**src/core/pcs_consts.vh**
```
// Offsets, field positions and reset values of the bus-control and bus-status words.
`ifndef PCS_CONSTS_VH
`define PCS_CONSTS_VH

`define PCS_CTL_OFS         8'h04
`define PCS_STS_OFS         8'h06
`define PCS_CTL_RST         16'h0000
`define PCS_STS_RST         16'h0290

`define PCS_CTL_PORT_SPACE  0
`define PCS_CTL_MEM_DECODE  1
`define PCS_CTL_INITIATOR   2
`define PCS_CTL_SPECIAL     3
`define PCS_CTL_WR_INVAL    4
`define PCS_CTL_PALETTE     5
`define PCS_CTL_PAR_RESP    6
`define PCS_CTL_STEPPING    7
`define PCS_CTL_SYSTEM_FAULT_SIGNALLED_EN  8
`define PCS_CTL_B2B_ISSUE   9

`define PCS_CTL_RW_MASK     16'h0156

`define PCS_STS_CAP_LIST    4
`define PCS_STS_DBL_SPEED   5
`define PCS_STS_B2B_ACCEPT  7
`define PCS_STS_INIT_DPAR   8
`define PCS_STS_DECODE_LO   9
`define PCS_STS_DECODE_HI   10
`define PCS_STS_TARGET_ABORT_SIGNALLED  11
`define PCS_STS_TABORT_RCV  12
`define PCS_STS_INIT_ABORT  13
`define PCS_STS_SYS_FAULT   14
`define PCS_STS_PAR_FAULT   15

`define PCS_STS_FIXED_MASK  16'h0690
`define PCS_DECODE_MEDIUM   2'h1
`define PCS_EVT_W           6

`endif

```
**src/core/pcs_reset_sync.v**
```verilog
// Two-stage release synchroniser for the asynchronous active-low reset.
`default_nettype none

module pcs_reset_sync (
    input  wire clk,
    input  wire arst_n,
    output wire srst_n
);

    reg stage1_q;
    reg stage2_q;

    // Assertion is immediate; release is seen two edges later, clean of the clock.
    always @(posedge clk or negedge arst_n) begin
        if (!arst_n) begin
            stage1_q <= 1'b0;
            stage2_q <= 1'b0;
        end else begin
            stage1_q <= 1'b1;
            stage2_q <= stage1_q;
        end
    end

    assign srst_n = stage2_q;

endmodule // pcs_reset_sync

`default_nettype wire

```
**src/core/pcs_sticky_bank.v**
```verilog
// Bank of sticky event flags, set by hardware and cleared by writing one.
`default_nettype none

module pcs_sticky_bank #(
    parameter W = 6
) (
    input  wire         clk,
    input  wire         rst_n,
    input  wire [W-1:0] set,
    input  wire [W-1:0] clr,
    output wire [W-1:0] flags
);

    reg [W-1:0] flags_q;
    wire [W-1:0] flags_d;

    // A set in the same cycle as a clear wins, so no event is ever lost.
    assign flags_d = (flags_q & ~clr) | set;

    always @(posedge clk or negedge rst_n) begin
        if (!rst_n) begin
            flags_q <= {W{1'b0}};
        end else begin
            flags_q <= flags_d;
        end
    end

    assign flags = flags_q;

endmodule // pcs_sticky_bank

`default_nettype wire

```
**src/core/pcs_cmd_status.v**
```verilog
// Bus-control and bus-status configuration words with the gating they apply.
`include "pcs_consts.vh"
`default_nettype none

module pcs_cmd_status (
    input  wire        core_clk,
    input  wire        nrst,
    input  wire        cfg_rd,
    input  wire        cfg_wr,
    input  wire [7:0]  cfg_addr,
    input  wire [3:0]  cfg_be,
    input  wire [31:0] cfg_wdata,
    output wire [31:0] cfg_rdata,
    output wire        cfg_ack,
    input  wire        addr_parity_err,
    input  wire        data_parity_err,
    input  wire        init_data_parity_err,
    input  wire        init_xfer_done,
    input  wire        init_special_cycle,
    input  wire        init_master_abort,
    input  wire        init_target_abort,
    input  wire        tgt_target_abort,
    input  wire        mem_cycle_hit,
    input  wire        port_cycle_hit,
    input  wire        special_cycle_hit,
    input  wire        init_req,
    input  wire        init_req_write,
    output wire        mem_claim,
    output wire        port_claim,
    output wire        special_claim,
    output wire        init_start,
    output wire        init_use_wr_inval,
    output wire        system_error_out_n,
    output wire        system_error_oe,
    output wire        parity_error_out_n,
    output wire        parity_error_oe,
    output wire        system_error_drive_enable,
    output wire        parity_response_enable,
    output wire        write_invalidate_enable,
    output wire        initiator_enable,
    output wire        memory_decode_enable
);

    localparam EVT_PAR  = 5;
    localparam EVT_SYS  = 4;
    localparam EVT_MAB  = 3;
    localparam EVT_TRCV = 2;
    localparam EVT_TSIG = 1;
    localparam EVT_DPAR = 0;

    wire rst_n;

    pcs_reset_sync u_rst (
        .clk    (core_clk),
        .arst_n (nrst),
        .srst_n (rst_n)
    );

    // Configuration word decode; the two words share one aligned dword.
    function hit_dword;
        input [7:0] addr;
        input [7:0] ofs;
        begin
            hit_dword = (addr[7:2] == ofs[7:2]);
        end
    endfunction

    wire ctl_hit;
    wire sts_hit;
    wire ctl_wr_lo;
    wire ctl_wr_hi;
    wire sts_wr_lo;
    wire sts_wr_hi;

    assign ctl_hit   = hit_dword(cfg_addr, `PCS_CTL_OFS);
    assign sts_hit   = hit_dword(cfg_addr, `PCS_STS_OFS);
    assign ctl_wr_lo = cfg_wr & ctl_hit & cfg_be[0];
    assign ctl_wr_hi = cfg_wr & ctl_hit & cfg_be[1];
    assign sts_wr_lo = cfg_wr & sts_hit & cfg_be[2];
    assign sts_wr_hi = cfg_wr & sts_hit & cfg_be[3];

    // Bus-control word: only the writable bits are stored at all.
    reg  [15:0] ctl_q;
    reg  [15:0] ctl_d;
    wire [15:0] ctl_wdata;

    assign ctl_wdata = cfg_wdata[15:0] & `PCS_CTL_RW_MASK;

    always @* begin
        ctl_d = ctl_q;
        if (ctl_wr_lo) begin
            ctl_d[7:0] = ctl_wdata[7:0];
        end
        if (ctl_wr_hi) begin
            ctl_d[15:8] = ctl_wdata[15:8];
        end
    end

    always @(posedge core_clk or negedge rst_n) begin
        if (!rst_n) begin
            ctl_q <= `PCS_CTL_RST;
        end else begin
            ctl_q <= ctl_d;
        end
    end

    wire serr_en;
    wire perr_en;
    wire mwi_en;
    wire mst_en;
    wire mem_en;

    assign serr_en = ctl_q[`PCS_CTL_SYSTEM_FAULT_SIGNALLED_EN];
    assign perr_en = ctl_q[`PCS_CTL_PAR_RESP];
    assign mwi_en  = ctl_q[`PCS_CTL_WR_INVAL];
    assign mst_en  = ctl_q[`PCS_CTL_INITIATOR];
    assign mem_en  = ctl_q[`PCS_CTL_MEM_DECODE];

    // Pin drivers. Both pins are open drain: low while enabled, released otherwise.
    reg serr_oe_q;
    reg perr_oe_q;
    reg serr_out_n_q;
    reg perr_out_n_q;
    wire serr_fire;
    wire perr_fire;

    assign serr_fire = addr_parity_err & serr_en;
    assign perr_fire = data_parity_err & perr_en;

    always @(posedge core_clk or negedge rst_n) begin
        if (!rst_n) begin
            serr_oe_q    <= 1'b0;
            perr_oe_q    <= 1'b0;
            serr_out_n_q <= 1'b1;
            perr_out_n_q <= 1'b1;
        end else begin
            serr_oe_q    <= serr_fire;
            serr_out_n_q <= ~serr_fire;
            perr_oe_q    <= perr_fire;
            perr_out_n_q <= ~perr_fire;
        end
    end

    // Event capture. The system-error flag follows the pin drive itself so that
    // the flag and the pin can never disagree.
    wire [`PCS_EVT_W-1:0] evt_set;
    wire [`PCS_EVT_W-1:0] evt_clr;
    wire [`PCS_EVT_W-1:0] evt_q;

    assign evt_set[EVT_PAR]  = addr_parity_err | data_parity_err
                             | init_data_parity_err;
    assign evt_set[EVT_SYS]  = serr_fire;
    assign evt_set[EVT_MAB]  = init_xfer_done & init_master_abort
                             & ~init_special_cycle;
    assign evt_set[EVT_TRCV] = init_xfer_done & init_target_abort;
    assign evt_set[EVT_TSIG] = tgt_target_abort;
    // The initiator parity flag only counts while parity response is enabled.
    assign evt_set[EVT_DPAR] = init_data_parity_err & perr_en;

    assign evt_clr[EVT_PAR]  = sts_wr_hi & cfg_wdata[16 + `PCS_STS_PAR_FAULT];
    assign evt_clr[EVT_SYS]  = sts_wr_hi & cfg_wdata[16 + `PCS_STS_SYS_FAULT];
    assign evt_clr[EVT_MAB]  = sts_wr_hi & cfg_wdata[16 + `PCS_STS_INIT_ABORT];
    assign evt_clr[EVT_TRCV] = sts_wr_hi & cfg_wdata[16 + `PCS_STS_TABORT_RCV];
    assign evt_clr[EVT_TSIG] = sts_wr_hi & cfg_wdata[16 + `PCS_STS_TARGET_ABORT_SIGNALLED];
    assign evt_clr[EVT_DPAR] = sts_wr_hi & cfg_wdata[16 + `PCS_STS_INIT_DPAR];

    pcs_sticky_bank #(
        .W (`PCS_EVT_W)
    ) u_evt (
        .clk   (core_clk),
        .rst_n (rst_n),
        .set   (evt_set),
        .clr   (evt_clr),
        .flags (evt_q)
    );

    // Bus-status word assembled from fixed capability bits and live flags.
    // The low status byte holds nothing writable, so sts_wr_lo has no effect.
    wire [15:0] sts_val;
    wire [15:0] sts_fixed;

    assign sts_fixed = `PCS_STS_RST & `PCS_STS_FIXED_MASK;

    assign sts_val = {evt_q[EVT_PAR],
                      evt_q[EVT_SYS],
                      evt_q[EVT_MAB],
                      evt_q[EVT_TRCV],
                      evt_q[EVT_TSIG],
                      sts_fixed[`PCS_STS_DECODE_HI:`PCS_STS_DECODE_LO],
                      evt_q[EVT_DPAR],
                      sts_fixed[7:0]};

    wire unused_lo;
    assign unused_lo = sts_wr_lo;

    // Read path; every access is answered one cycle later, unmapped ones with zero.
    reg  [31:0] rdata_q;
    reg  [31:0] rdata_d;
    reg         ack_q;

    always @* begin
        rdata_d = 32'h0000_0000;
        if (cfg_rd && ctl_hit) begin
            rdata_d = {sts_val, ctl_q};
        end
    end

    always @(posedge core_clk or negedge rst_n) begin
        if (!rst_n) begin
            rdata_q <= 32'h0000_0000;
            ack_q   <= 1'b0;
        end else begin
            rdata_q <= rdata_d;
            ack_q   <= cfg_rd | cfg_wr;
        end
    end

    // Bus-side gating, registered so every output leaves a flip-flop.
    reg mem_claim_q;
    reg port_claim_q;
    reg special_claim_q;
    reg init_start_q;
    reg init_mwi_q;

    always @(posedge core_clk or negedge rst_n) begin
        if (!rst_n) begin
            mem_claim_q     <= 1'b0;
            port_claim_q    <= 1'b0;
            special_claim_q <= 1'b0;
            init_start_q    <= 1'b0;
            init_mwi_q      <= 1'b0;
        end else begin
            mem_claim_q     <= mem_cycle_hit & mem_en;
            port_claim_q    <= port_cycle_hit & ctl_q[`PCS_CTL_PORT_SPACE];
            special_claim_q <= special_cycle_hit & ctl_q[`PCS_CTL_SPECIAL];
            init_start_q    <= init_req & mst_en;
            init_mwi_q      <= init_req & mst_en & init_req_write & mwi_en;
        end
    end

    // Enable levels handed to the rest of the bus interface.
    reg [4:0] en_q;

    always @(posedge core_clk or negedge rst_n) begin
        if (!rst_n) begin
            en_q <= 5'h00;
        end else begin
            en_q <= {serr_en, perr_en, mwi_en, mst_en, mem_en};
        end
    end

    assign cfg_rdata                 = rdata_q;
    assign cfg_ack                   = ack_q;
    assign mem_claim                 = mem_claim_q;
    assign port_claim                = port_claim_q;
    assign special_claim             = special_claim_q;
    assign init_start                = init_start_q;
    assign init_use_wr_inval         = init_mwi_q;
    assign system_error_out_n        = serr_out_n_q;
    assign system_error_oe           = serr_oe_q;
    assign parity_error_out_n        = perr_out_n_q;
    assign parity_error_oe           = perr_oe_q;
    assign system_error_drive_enable = en_q[4];
    assign parity_response_enable    = en_q[3];
    assign write_invalidate_enable   = en_q[2];
    assign initiator_enable          = en_q[1];
    assign memory_decode_enable      = en_q[0];

endmodule // pcs_cmd_status

`default_nettype wire

```
**config.mk**
```make
export PLATFORM = sky130hd
export DESIGN_NAME = pcs_cmd_status
export DESIGN_NICKNAME = d
export VERILOG_FILES = /design/src/core/pcs_reset_sync.v /design/src/core/pcs_sticky_bank.v /design/src/core/pcs_cmd_status.v
export VERILOG_INCLUDE_DIRS = /design/src /design/src/core
export SDC_FILE = /design/constraint.sdc
export NUM_CORES = 1
export LEC_CHECK = 0
export ABC_CLOCK_PERIOD_IN_PS = 1630
export BUFFER_PORTS_ARGS = -buffer_cell sky130_fd_sc_hd__buf_2
export CORE_AREA = 2 2 77 79
export DETAILED_ROUTE_END_ITERATION = 6
export DIE_AREA = 0 0 79 81
export PLACE_DENSITY = 0.65
export SYNTH_ARGS = -nofsm -noshare
export SYNTH_HDL_FRONTEND = slang
export SYNTH_SLANG_ARGS = --single-unit
```
**constraint.sdc**
```tcl
create_clock -name core_clk -period 1.63 [get_ports core_clk]
set_clock_uncertainty 0.1 [all_clocks]
set_input_delay 0.163 -clock core_clk [delete_from_list [all_inputs] [get_ports core_clk]]
set_output_delay 0.163 -clock core_clk [all_outputs]
set_load 0.005 [all_outputs]
```
======== Word level (Yosys, flattened, before mapping) ========
Index checks and enable logic that the tools add are counted.
word-level totals
  latch bits .............................. 0
  register bits ........................... 58
  bits in read-only memories .............. 0
  memories ................................ 0
  bits in writable memories ............... 0
  word-level logic and storage cells ...... 47
  input bits .............................. 61
operators by class
  order comparisons ....................... 0
  divide/modulo/power cells ............... 0
  $add $sub $neg .......................... 0
  muxes and demuxes ....................... 1
  eq/ne operators ......................... 1
  shifts and indexed selects .............. 0
  reduce and logical (&&, ||, !) cells .... 1
  bitwise operators ....................... 29
  multiply operators ...................... 0
operator list
  kind                count
  $mux 32             1
  $and 1x1->1         20
  $and 6x6->6         1
  $eq 6x1->1 const B  1
  $not 6->6           1
  $or 6x6->6          1
  $not 1->1           3
  $or 1x1->1          3
  $logic_and 1x1->1   1

======== Longest topological paths before layout ========
Gate-level depths: netlist (run 1).
  depth in word-level cells ............... 7
  gate-level depth with buffers ........... 4
  gate-level depth less buffers ........... 3

======== Modules after synthesis ========
A second synthesis (run 1) with hierarchy kept.
unflattened totals
  cells, all modules ...................... 116
  area, all modules ....................... 1491.4 um^2
by module, submodules not included
  module           sequential area each (um^2)  instances  cells each  area an instance (um^2)
  pcs_cmd_status   753.2                        1          95          1219.9
  pcs_sticky_bank  150.1                        1          18          217.7
  pcs_reset_sync   50.0                         1          3           53.8

======== Least setup slack after synthesis (run 1) ========
OpenSTA, ideal clock, no wires.
  kind .................................... input to register
  from .................................... in cfg_addr[7]
  to ...................................... reg ctl_q[1]
  stages on the path ...................... 3
  arrival time ............................ 0.996 ns
  required time ........................... 1.405 ns
  setup slack ............................. 0.409 ns
  path through ............................ nor4b_4 nand4_1 mux2_2
between the ends
  word-level cells in the longest chain between the ends .. 3
ends and longest elaborated chain
  item                      line                  source
  start, declared           pcs_cmd_status.v:10   input wire [7:0] cfg_addr,
  $eq 6x1->1                pcs_cmd_status.v:64   hit_dword = (addr[7:2] == ofs[7:2]);
  $and 1x1->1 (2 in a row)  pcs_cmd_status.v:77   assign ctl_wr_lo = cfg_wr & ctl_hit & cfg_be[0];
  end signal, assigned      pcs_cmd_status.v:101  ctl_q <= `PCS_CTL_RST;
  end signal, assigned      pcs_cmd_status.v:103  ctl_q <= ctl_d;
  end, declared             pcs_cmd_status.v:83   reg [15:0] ctl_q;
No other way between the ends.
A chain may end at the register's enable or synchronous reset.

======== Worst setup path after layout (run 1) ========
  from .................................... reg serr_out_n_q, in the netlist system_error_out_n
  to ...................................... out system_error_out_n
RTL lines
  item                    line                  source
  start, declared         pcs_cmd_status.v:122  reg serr_out_n_q;
  start signal, assigned  pcs_cmd_status.v:138  serr_out_n_q <= ~serr_fire;
  end, declared           pcs_cmd_status.v:33   output wire system_error_out_n,
No word-level cell between the ends.

==> summary.txt, run 1 <==
Synth
  • Syn Inst Count: 110
  • Avg Cell Area, Syn: 13.2 sq um
  • Post-Synthesis Cell Area: roughly 1500 sq um
  • Yosys synthesis warning count: 0
  • Yosys reg bits: 38
  • Register area share after synthesis: 0.655
  • Netlist cell types: 24

Floorplanning
  • Die area: about 6400 sq um
  • Starting density of the core: 0.257
  • Die W: between 70 and 80 um
  • Core ar.: around 5700 sq um
  • Row count: 28
  • I/O Pins: 108
  • Die Y: 81 um

Timing
  • Maximum clock rate: between 0.8 and 0.9 GHz
  • Final Hold Vio Count: 0
  • Setup_tns: 0 ps
  • RSZ-0062 raised after global routing: no
  • Fin crit period: 1180 ps
  • # setup viols final: 0
  • Slew Viols, Final: 0
  • Fin crit share: 0.723
  • Final worst-path setup slack: around 450 ps

Min path
  • HP Class: in -> reg
  • Hold path cells: 2

Critical path
  • Arr. time, crit path: between 900 and 1000 ps
  • Crit path cell chain: buf_2
  • Slowest-stage cell, CP: dfstp_2
  • Setup crit end kind: output port
  • Reg2Reg Depth: 2
  • CP Class: reg -> out
  • Worst setup SP type: flip-flop
  • CP peak stage delay: 530 ps
  • Worst path bufs/invs: 1
  • CP Max Fanout: 1
  • CP required: around 1400 ps
  • Top delay family on crit path: flip-flops
  • Crit path depth: 1

Drt
  • Via count: approximately 980
  • Routed len/inst: around 10 um
  • DRT Wirelength: approximately 2.7 mm
  • Vias per cell: between 3 and 4
  • Remaining antenna violation count after routing: 0
  • Residual DRC count: 0
  • DRT Pass-1 Iters: 2
  • Starting DRT DRC Count: 26

Cells and area
  • Most common cell after layout, fill and taps aside: buf_2
  • P&R area growth vs syn: 36.7%
  • Commonest non-fill, non-tap cells in the layout: buf_2 (61), dfrtp_1 (36), conb_1 (21)
  • Layout cells sized above 1: 0.436
  • Antenna cells: 0
  • Fill count: a little under 600
  • Core Util, Final: 0.351
  • Nets: 248

Clock tree
  • Clk sink count: 38
  • H-tree Lvls: 2
  • CTS tree: done
  • Cts bufs inserted: 5
  • CTS Root Cell: clkbuf_8
  • Clock latency on the worst-skew pair: between 200 and 300 ps
  • Max Buffers Root-to-Sink: 2
  • Post-CTS setup buffers: 0
  • Clock Pin Slew Worst Setup and Hold Paths: 70 ps

Global routing
  • GRT Resource Usage Total: 0.0910
  • Largest net degree at the start of global routing: 37
  • Initial antenna violation count: 0
  • Grt ovf: 0
  • First-pass GRT wire length: roughly 4.3 mm
  • Vias in the first global route: 898

Power and ir drop
  • Pwr dens: 965 nW/um^2
  • VDD IR-drop max: between 0.3 and 0.4 mV
  • P_leak: between 1 and 1.5 nW

Place
  • Buffers on Ports: around 60
  • Dpl ws: 154 ps
  • Final Wtd Congestion: between 0.7 and 0.8

Flow run
  • Max Cap Violations: 0

Status
  • Outcome: completed
-- worst register-to-register path, cell delays in order, from the launching register on --
cell     delay [ps]
dfrtp_1         390
nor2b_1         130
a221o_1         250
-- final timing paths --
check                           slack [ps]                from                 end
worst max-delay path                   450  system_error_out_n  system_error_out_n
worst min-delay path                    10        cfg_wdata[4]            ctl_q[4]
worst max register to register         640      u_evt.flags[2]      u_evt.flags[2]
worst min register to register         180        u_rst.srst_n      u_evt.flags[4]
max in group asynchronous              910        u_rst.srst_n  parity_error_out_n
min in group asynchronous               90                nrst        u_rst.srst_n
-- routing by layer --
| metal | share of wire | up-vias | global-route usage |
|---|---|---|---|
| li1 | - | 474 | - |
| met2 | 0.47 | 58 | 0.158 |
| met1 | 0.39 | 442 | 0.0936 |
| met4 | 0.038 | 0 | 0.0672 |
| met3 | 0.097 | 9 | 0.0267 |
| met5 | 0 | - | 0 |
-- flip-flops by register name, summed over array words and instances (netlist names) --
| register | flops |
|---|---|
| init_start | 1 |
| u_rst.stage1_q | 1 |
| mem_claim | 1 |
| cfg_ack | 1 |
| cfg_rdata | 12 |
| parity_error_oe | 1 |
| en_q | 5 |
| u_evt.flags | 6 |
| ctl_q | 5 |
| init_use_wr_inval | 1 |
| system_error_oe | 1 |
| system_error_out_n | 1 |
| u_rst.srst_n | 1 |
| parity_error_out_n | 1 |
-- kinds of logic after synthesis --
| group | synth area share |
|---|---|
| simple gates | 0.135 |
| compound gates | 0.0395 |
| other cells | 0.00516 |
| flops | 0.655 |
| buf+inv | 0.127 |
| mux | 0.0387 |
-- final cells by class --
cell class / instances / area (sq um) / share of cell area
well taps: 75 / 93.8 / 0.0471
flip-flops and latches: 38 / 953 / 0.479
inverters: 4 / 15.0 / 0.00754
multi-input cells: 64 / 389 / 0.195
repair buffers: 74 / 430 / 0.216
clock inverters: 3 / 40.0 / 0.0201
clock buffers: 5 / 68.8 / 0.0346
-- per-stage QoR --
stage	hold WS, ps	total power, mW	cell area, sq um	cells
after global placement	-152	1.15	1770	244
after global routing	2.91	2.03	1990	263
final	10.1	1.92	1990	263
after detailed placement	-150	1.16	1770	244
after floorplan	-233	1.11	1530	129
after CTS	0.0811	1.95	1990	263
-- report_power, final --
group          switching, mW  internal, mW
registers             0.0180         0.986
clock network          0.314         0.450
logic                 0.0730        0.0814
total                  0.405          1.52
-- Yosys cell counts, drive strengths merged --
cell / instances / share of area
a21o: 1 / 0.0052
a21oi: 1 / 0.0034
a221o: 2 / 0.014
a31oi: 3 / 0.013
and2: 13 / 0.056
and3: 2 / 0.0095
and4: 1 / 0.0069
buf: 23 / 0.12
conb: 2 / 0.0052
dfrtp: 36 / 0.62
dfstp: 2 / 0.036
inv: 4 / 0.010
mux2: 5 / 0.039
nand2: 3 / 0.0077
nand4: 3 / 0.013
nor2: 2 / 0.0052
nor2b: 2 / 0.0086
nor3: 1 / 0.0034
nor4: 1 / 0.0043
nor4b: 1 / 0.016
o22ai: 1 / 0.0043
or2: 1 / 0.0043
-- repair_timing --
action                    4_1_cts  5_1_grt
resized for setup               0        0
hold endpoints to repair       12        0
hold buffers                   11        0
Power figures use the tool's default switching activity.
==> run 2: changes to the inputs <==
ABC_CLOCK_PERIOD_IN_PS = 1230   (was 1630)
clock period = 1.23 ns   (was 1.63 ns; I/O delays follow)
==> run 2 against run 1 <==
Setup slack worse by 360 ps. First-iteration DRC count down 35%. Register-to-register slack lost 410 ps. Global-route usage is 0.29 points higher. Sequential power up 34%. Critical path depth increased by 4. Power is 26% higher. Sequential share of layout area fell by 2.1 points. Final area is 4.8% higher.
==> summary.txt, run 2 (synthesis results as in run 1) <==
Floorplanning
  • Core ar.: 5680 sq um (unchanged)
  • Row count: 28 (unchanged)
  • Die Y: 81 um (unchanged)
  • Starting density of the core: 0.257 (unchanged)
  • Die W: 79 um (unchanged)
  • I/O Pins: 108 (unchanged)
  • Die area: 6400 sq um (unchanged)

Global routing
  • Vias in the first global route: 924 (+2.9%)
  • GRT Resource Usage Total: 0.0938 (+0.00289)
  • First-pass GRT wire length: 4.46 mm (+5.0%)
  • Initial antenna violation count: 0 (unchanged)
  • Grt ovf: 0 (unchanged)
  • Largest net degree at the start of global routing: 22 (-41%)

Clock tree
  • Cts bufs inserted: 5 (unchanged)
  • Max Buffers Root-to-Sink: 2 (unchanged)
  • H-tree Lvls: 2 (unchanged)
  • Post-CTS setup buffers: 0 (unchanged)
  • Clock latency on the worst-skew pair: 280 ps (about the same)
  • Clock Pin Slew Worst Setup and Hold Paths: 70 ps (about the same)
  • CTS Root Cell: clkbuf_8
  • Resize count post-CTS: 0 (unchanged)
  • CTS tree: done
  • Clk sink count: 38 (unchanged)
  • Hold_buf cts: 19 (+8)

Power and ir drop
  • VDD IR-drop max: 0.361 mV (+5.1%)
  • Pwr dens: 1160 nW/um^2 (+20%)
  • P_leak: 1.12 nW (+3.4%)
  • Total power draw: 2.42 mW (+26%)

Timing
  • Final Hold Vio Count: 0 (unchanged)
  • Setup_tns: 0 ps (unchanged)
  • Fin crit period: 1140 ps
  • # setup viols final: 0 (unchanged)
  • RSZ-0062 raised after global routing: no
  • Slew Viols, Final: 0 (unchanged)
  • Fin crit share: 0.929
  • Maximum clock rate: slightly below 0.9 GHz

Critical path
  • Crit path capture: ctl_q[2]
  • CP peak stage delay: 320 ps (-210 ps)
  • Crit path depth: 5 (+4)
  • Worst flop-to-flop path startpoint: u_evt.flags[2]
  • Worst setup SP type: primary input
  • CP required: 1290 ps (-80 ps)
  • Worst path bufs/invs: 2 (+1)
  • Critical path launch point: cfg_addr[7]
  • Slowest-stage cell, CP: nor4b_4
  • CP Max Fanout: 4 (+3)
  • Crit path cell chain: buf_2 > nor4b_4 > nand4_1 > buf_4 > mux2_2
  • R2R setup slack: 230 ps (-410 ps)
  • Setup crit end kind: flip-flop
  • Top delay family on crit path: simple AND/OR/NAND/NOR gates
  • Reg2Reg Depth: 2 (unchanged)
  • Critical R2R Capture: u_evt.flags[2]
  • Arr. time, crit path: 1210 ps (+290 ps)
  • CP Class: in -> reg

Flow run
  • Max Cap Violations: 0 (unchanged)

Drt
  • DRT Pass-1 Iters: 2 (unchanged)
  • Vias per cell: 3.76 (+0.65%)
  • Routed len/inst: 10.3 um (+2.0%)
  • Residual DRC count: 0 (unchanged)
  • Via count: 1027 (+4.5%)
  • Starting DRT DRC Count: 17 (-35%)
  • DRT Wirelength: 2.83 mm (+5.9%)
  • Remaining antenna violation count after routing: 0 (unchanged)

Cells and area
  • Nets: 258 (+4.0%)
  • Antenna cells: 0 (unchanged)
  • P&R area growth vs syn: 43.2%
  • Max FFs per register: 12 (unchanged)
  • Layout cells sized above 1: 0.429 (-0.00688)
  • Final instance area: 2090 sq um (+4.8%)
  • Most common cell after layout, fill and taps aside: buf_2
  • Commonest non-fill, non-tap cells in the layout: buf_2 (61), dfrtp_1 (35), conb_1 (21)

Min path
  • Hold_sp: init_data_parity_err
  • HP Class: in -> reg

Place
  • DP Area: 1800 sq um (+1.6%)
  • Buffers on Ports: 61 (unchanged)
  • Final Wtd Congestion: 0.688 (-8.3%)

Status
  • Outcome: completed
## run 2: metal layers
layer	global-route usage	share of wire
met2	0.153	0.48
met3	0.0211	0.087
met4	0.0569	0.019
met5	0	0
met1	0.114	0.42
## run 2: per-stage QoR
stage           util  std cells  hold slack (ps)  setup slack (ps)
4_1_cts        0.368        273             18.9              80.1
5_1_grt        0.368        273             28.8              38.5
3_3_place_gp   0.317        246             -192              -206
2_1_floorplan      -        129             -273              49.5
3_5_place_dp   0.317        246             -185              -213
6_report       0.368        273             27.2              87.4
## run 2: final cells by class
type	count	area, sq um
tap	75	93.8
timing repair buffer	84	538
clock inverter	2	12.5
multi-input combinational	64	389
fill	579	3590
clock buffer	6	82.6
sequential	38	955
inverter	4	15.0
## run 2: report_power, final
part           internal, mW  total (mW)  switching (mW)
Combinational         0.131       0.224          0.0921
Sequential             1.31        1.34          0.0341
Clock                 0.450       0.859           0.409
Total                  1.89        2.42           0.535
## run 2: worst min path at each step
stage | end | slack [ps] | depth (start not counted)
floorplan | u_rst.srst_n | -270 | 0
global placement | u_rst.stage1_q | -190 | 1
detailed placement | u_rst.stage1_q | -180 | 1
CTS | u_evt.flags[0] | 20 | 2
global route | u_evt.flags[0] | 30 | 2
finish | u_evt.flags[0] | 30 | 2
## run 2: worst reg2reg max path: stages, from the launching register on
cell and delay (ps):
dfrtp_1 400, nor2b_1 130, a221o_1 250
==> run 3: changes to the inputs <==
ABC_CLOCK_PERIOD_IN_PS = not set   (was 1230)
MAX_ROUTING_LAYER = met4   (was not set)
==> run 3 against run 2 <==
Sequential share of layout area stayed put. Sequential power hardly changed. Register-to-register slack hardly changed. Cell count stayed put. Core utilization stayed put. Highest routed layer unchanged. Critical path type unchanged. Die area stayed put. Largest power group unchanged. Maximum frequency hardly changed. Global-route usage is 0.28 points higher.
==> summary.txt, run 3 (synthesis results as in run 1) <==
Drt
  • Vias per cell: 3.77 (about the same)
  • Remaining antenna violation count after routing: 0 (unchanged)
  • Starting DRT DRC Count: 17 (unchanged)
  • DRT Wirelength: 2.83 mm (+0.21%)
  • Residual DRC count: 0 (unchanged)
  • Routed len/inst: 10.4 um (+0.21%)
  • Via count: 1028 (+0.097%)
  • DRT Pass-1 Iters: 2 (unchanged)

Clock tree
  • Post-CTS setup buffers: 0 (unchanged)
  • H-tree Lvls: 2 (unchanged)
  • CTS Root Cell: clkbuf_8
  • Max Buffers Root-to-Sink: 2 (unchanged)
  • Cts bufs inserted: 5 (unchanged)
  • Clock latency on the worst-skew pair: 280 ps (about the same)
  • Clk sink count: 38 (unchanged)
  • CTS tree: done
  • Clock Pin Slew Worst Setup and Hold Paths: 70 ps (about the same)

Min path
  • Hold path cells: 2 (unchanged)
  • HP Class: in -> reg
  • Hold_sp: init_data_parity_err
  • Hold EP: u_evt.flags[0]

Timing
  • Fin crit period: 1140 ps (+0.521 ps)
  • Setup_tns: 0 ps (unchanged)
  • RSZ-0062 raised after global routing: no
  • Final Hold Vio Count: 0 (unchanged)
  • # setup viols final: 0 (unchanged)
  • Fin crit share: 0.929 (about the same)
  • Slew Viols, Final: 0 (unchanged)
  • Maximum clock rate: 0.875 GHz (about the same)

Floorplanning
  • I/O Pins: 108 (unchanged)
  • Die area: 6400 sq um (unchanged)
  • Row count: 28 (unchanged)
  • Starting density of the core: 0.257 (unchanged)
  • Die W: 79 um (unchanged)
  • Core ar.: 5680 sq um (unchanged)
  • Die Y: 81 um (unchanged)

Global routing
  • Grt ovf: 0 (unchanged)
  • Initial antenna violation count: 0 (unchanged)
  • First-pass GRT wire length: 4.46 mm (-0.16%)
  • GRT Resource Usage Total: 0.0966 (+0.00275)
  • Largest net degree at the start of global routing: 22 (unchanged)
  • Vias in the first global route: 927 (+0.32%)

Critical path
  • CP required: 1300 ps (about the same)
  • Arr. time, crit path: 1210 ps (about the same)
  • CP peak stage delay: 530 ps (+210 ps)
  • R2R setup slack: 230 ps (about the same)
  • Critical R2R Capture: u_evt.flags[2]
  • Slowest-stage cell, CP: dlygate4sd3_1
  • CP Max Fanout: 12 (+8)
  • Worst flop-to-flop path startpoint: u_evt.flags[2]
  • Setup crit end kind: flip-flop
  • Worst setup SP type: primary input
  • CP Class: in -> reg
  • Reg2Reg Depth: 2 (unchanged)
  • Crit path cell chain: dlygate4sd3_1 > buf_2 > and3_2 > and2_1

Cells and area
  • Nets: 258 (unchanged)
  • Core Util, Final: 0.368 (unchanged)
  • Final instance area: 2090 sq um (unchanged)
  • Most common cell after layout, fill and taps aside: buf_2
  • P&R area growth vs syn: 43.2% (unchanged)
  • Commonest non-fill, non-tap cells in the layout: buf_2 (61), dfrtp_1 (35), conb_1 (21)
  • Antenna cells: 0 (unchanged)
  • Layout cells sized above 1: 0.429 (unchanged)
  • Max FFs per register: 12 (unchanged)

Place
  • Final Wtd Congestion: 0.695 (+1.1%)
  • DP Area: 1800 sq um (unchanged)
  • Buffers on Ports: 61 (unchanged)

Flow run
  • Max Cap Violations: 0 (unchanged)

Power and ir drop
  • P_leak: 1.12 nW (unchanged)
  • VDD IR-drop max: 0.361 mV (unchanged)
  • Pwr dens: 1160 nW/um^2 (about the same)

Status
  • Outcome: completed
[run 3: cell counts in the layout (fill, tap and decap cells not counted)]
No cell type changed its count.
[run 3: critical path, delay by kind of cell]
kind	cells	cell delay, ps
buffers and inverters	2	650
and+or+nand+nor	2	440
[run 3: through the flow]
stage          setup slack, ps  power [mW]  hold WS, ps  std cells
2_1_floorplan             49.5        1.47         -273        129
3_3_place_gp              -206        1.54         -192        246
3_5_place_dp              -213        1.54         -185        246
4_1_cts                   80.1        2.47         18.9        273
5_1_grt                   38.5        2.56         28.9        273
6_report                  86.9        2.42         27.3        273
[run 3: worst max-delay path by stage]
| stage | from | end | slack (ps) | depth (start not counted) |
|---|---|---|---|---|
| after global placement | cfg_addr[7] | u_evt.flags[0] | -210 | 4 |
| after CTS | cfg_rd | cfg_rdata[8] | 80 | 4 |
| final | cfg_rd | cfg_rdata[8] | 90 | 4 |
| after floorplan | cfg_addr[7] | ctl_q[1] | 50 | 3 |
| after global routing | cfg_addr[7] | u_evt.flags[2] | 40 | 4 |
| after detailed placement | cfg_addr[7] | u_evt.flags[2] | -210 | 4 |
[run 3: area by class of cell]
class	instances	area (sq um)
Sequential cell	38	955
Clock inverter	2	12.5
Inverter	4	15.0
Timing Repair Buffer	84	538
Tap cell	75	93.8
Clock buffer	6	82.6
Fill cell	579	3590
Multi-Input combinational cell	64	389
[run 3: repair_timing]
item,4_1_cts,5_1_grt
resized for setup,0,0
hold buffers,19,0
endpoints found under the hold margin,18,0
endpoints found under the setup margin,0,0
[run 3: routing by layer]
layer  GRT usage  share of wire  wire length, um
met1       0.115           0.42             1180
met4      0.0569          0.020               57
met2       0.153           0.48             1350
met3      0.0200          0.087              245
met5           -              0                0
[run 3: report_power, final]
part,switching (mW),internal [mW],total [mW]
Clock,0.408,0.450,0.858
Combinational,0.0920,0.131,0.223
Sequential,0.0342,1.31,1.34
Total,0.534,1.89,2.42
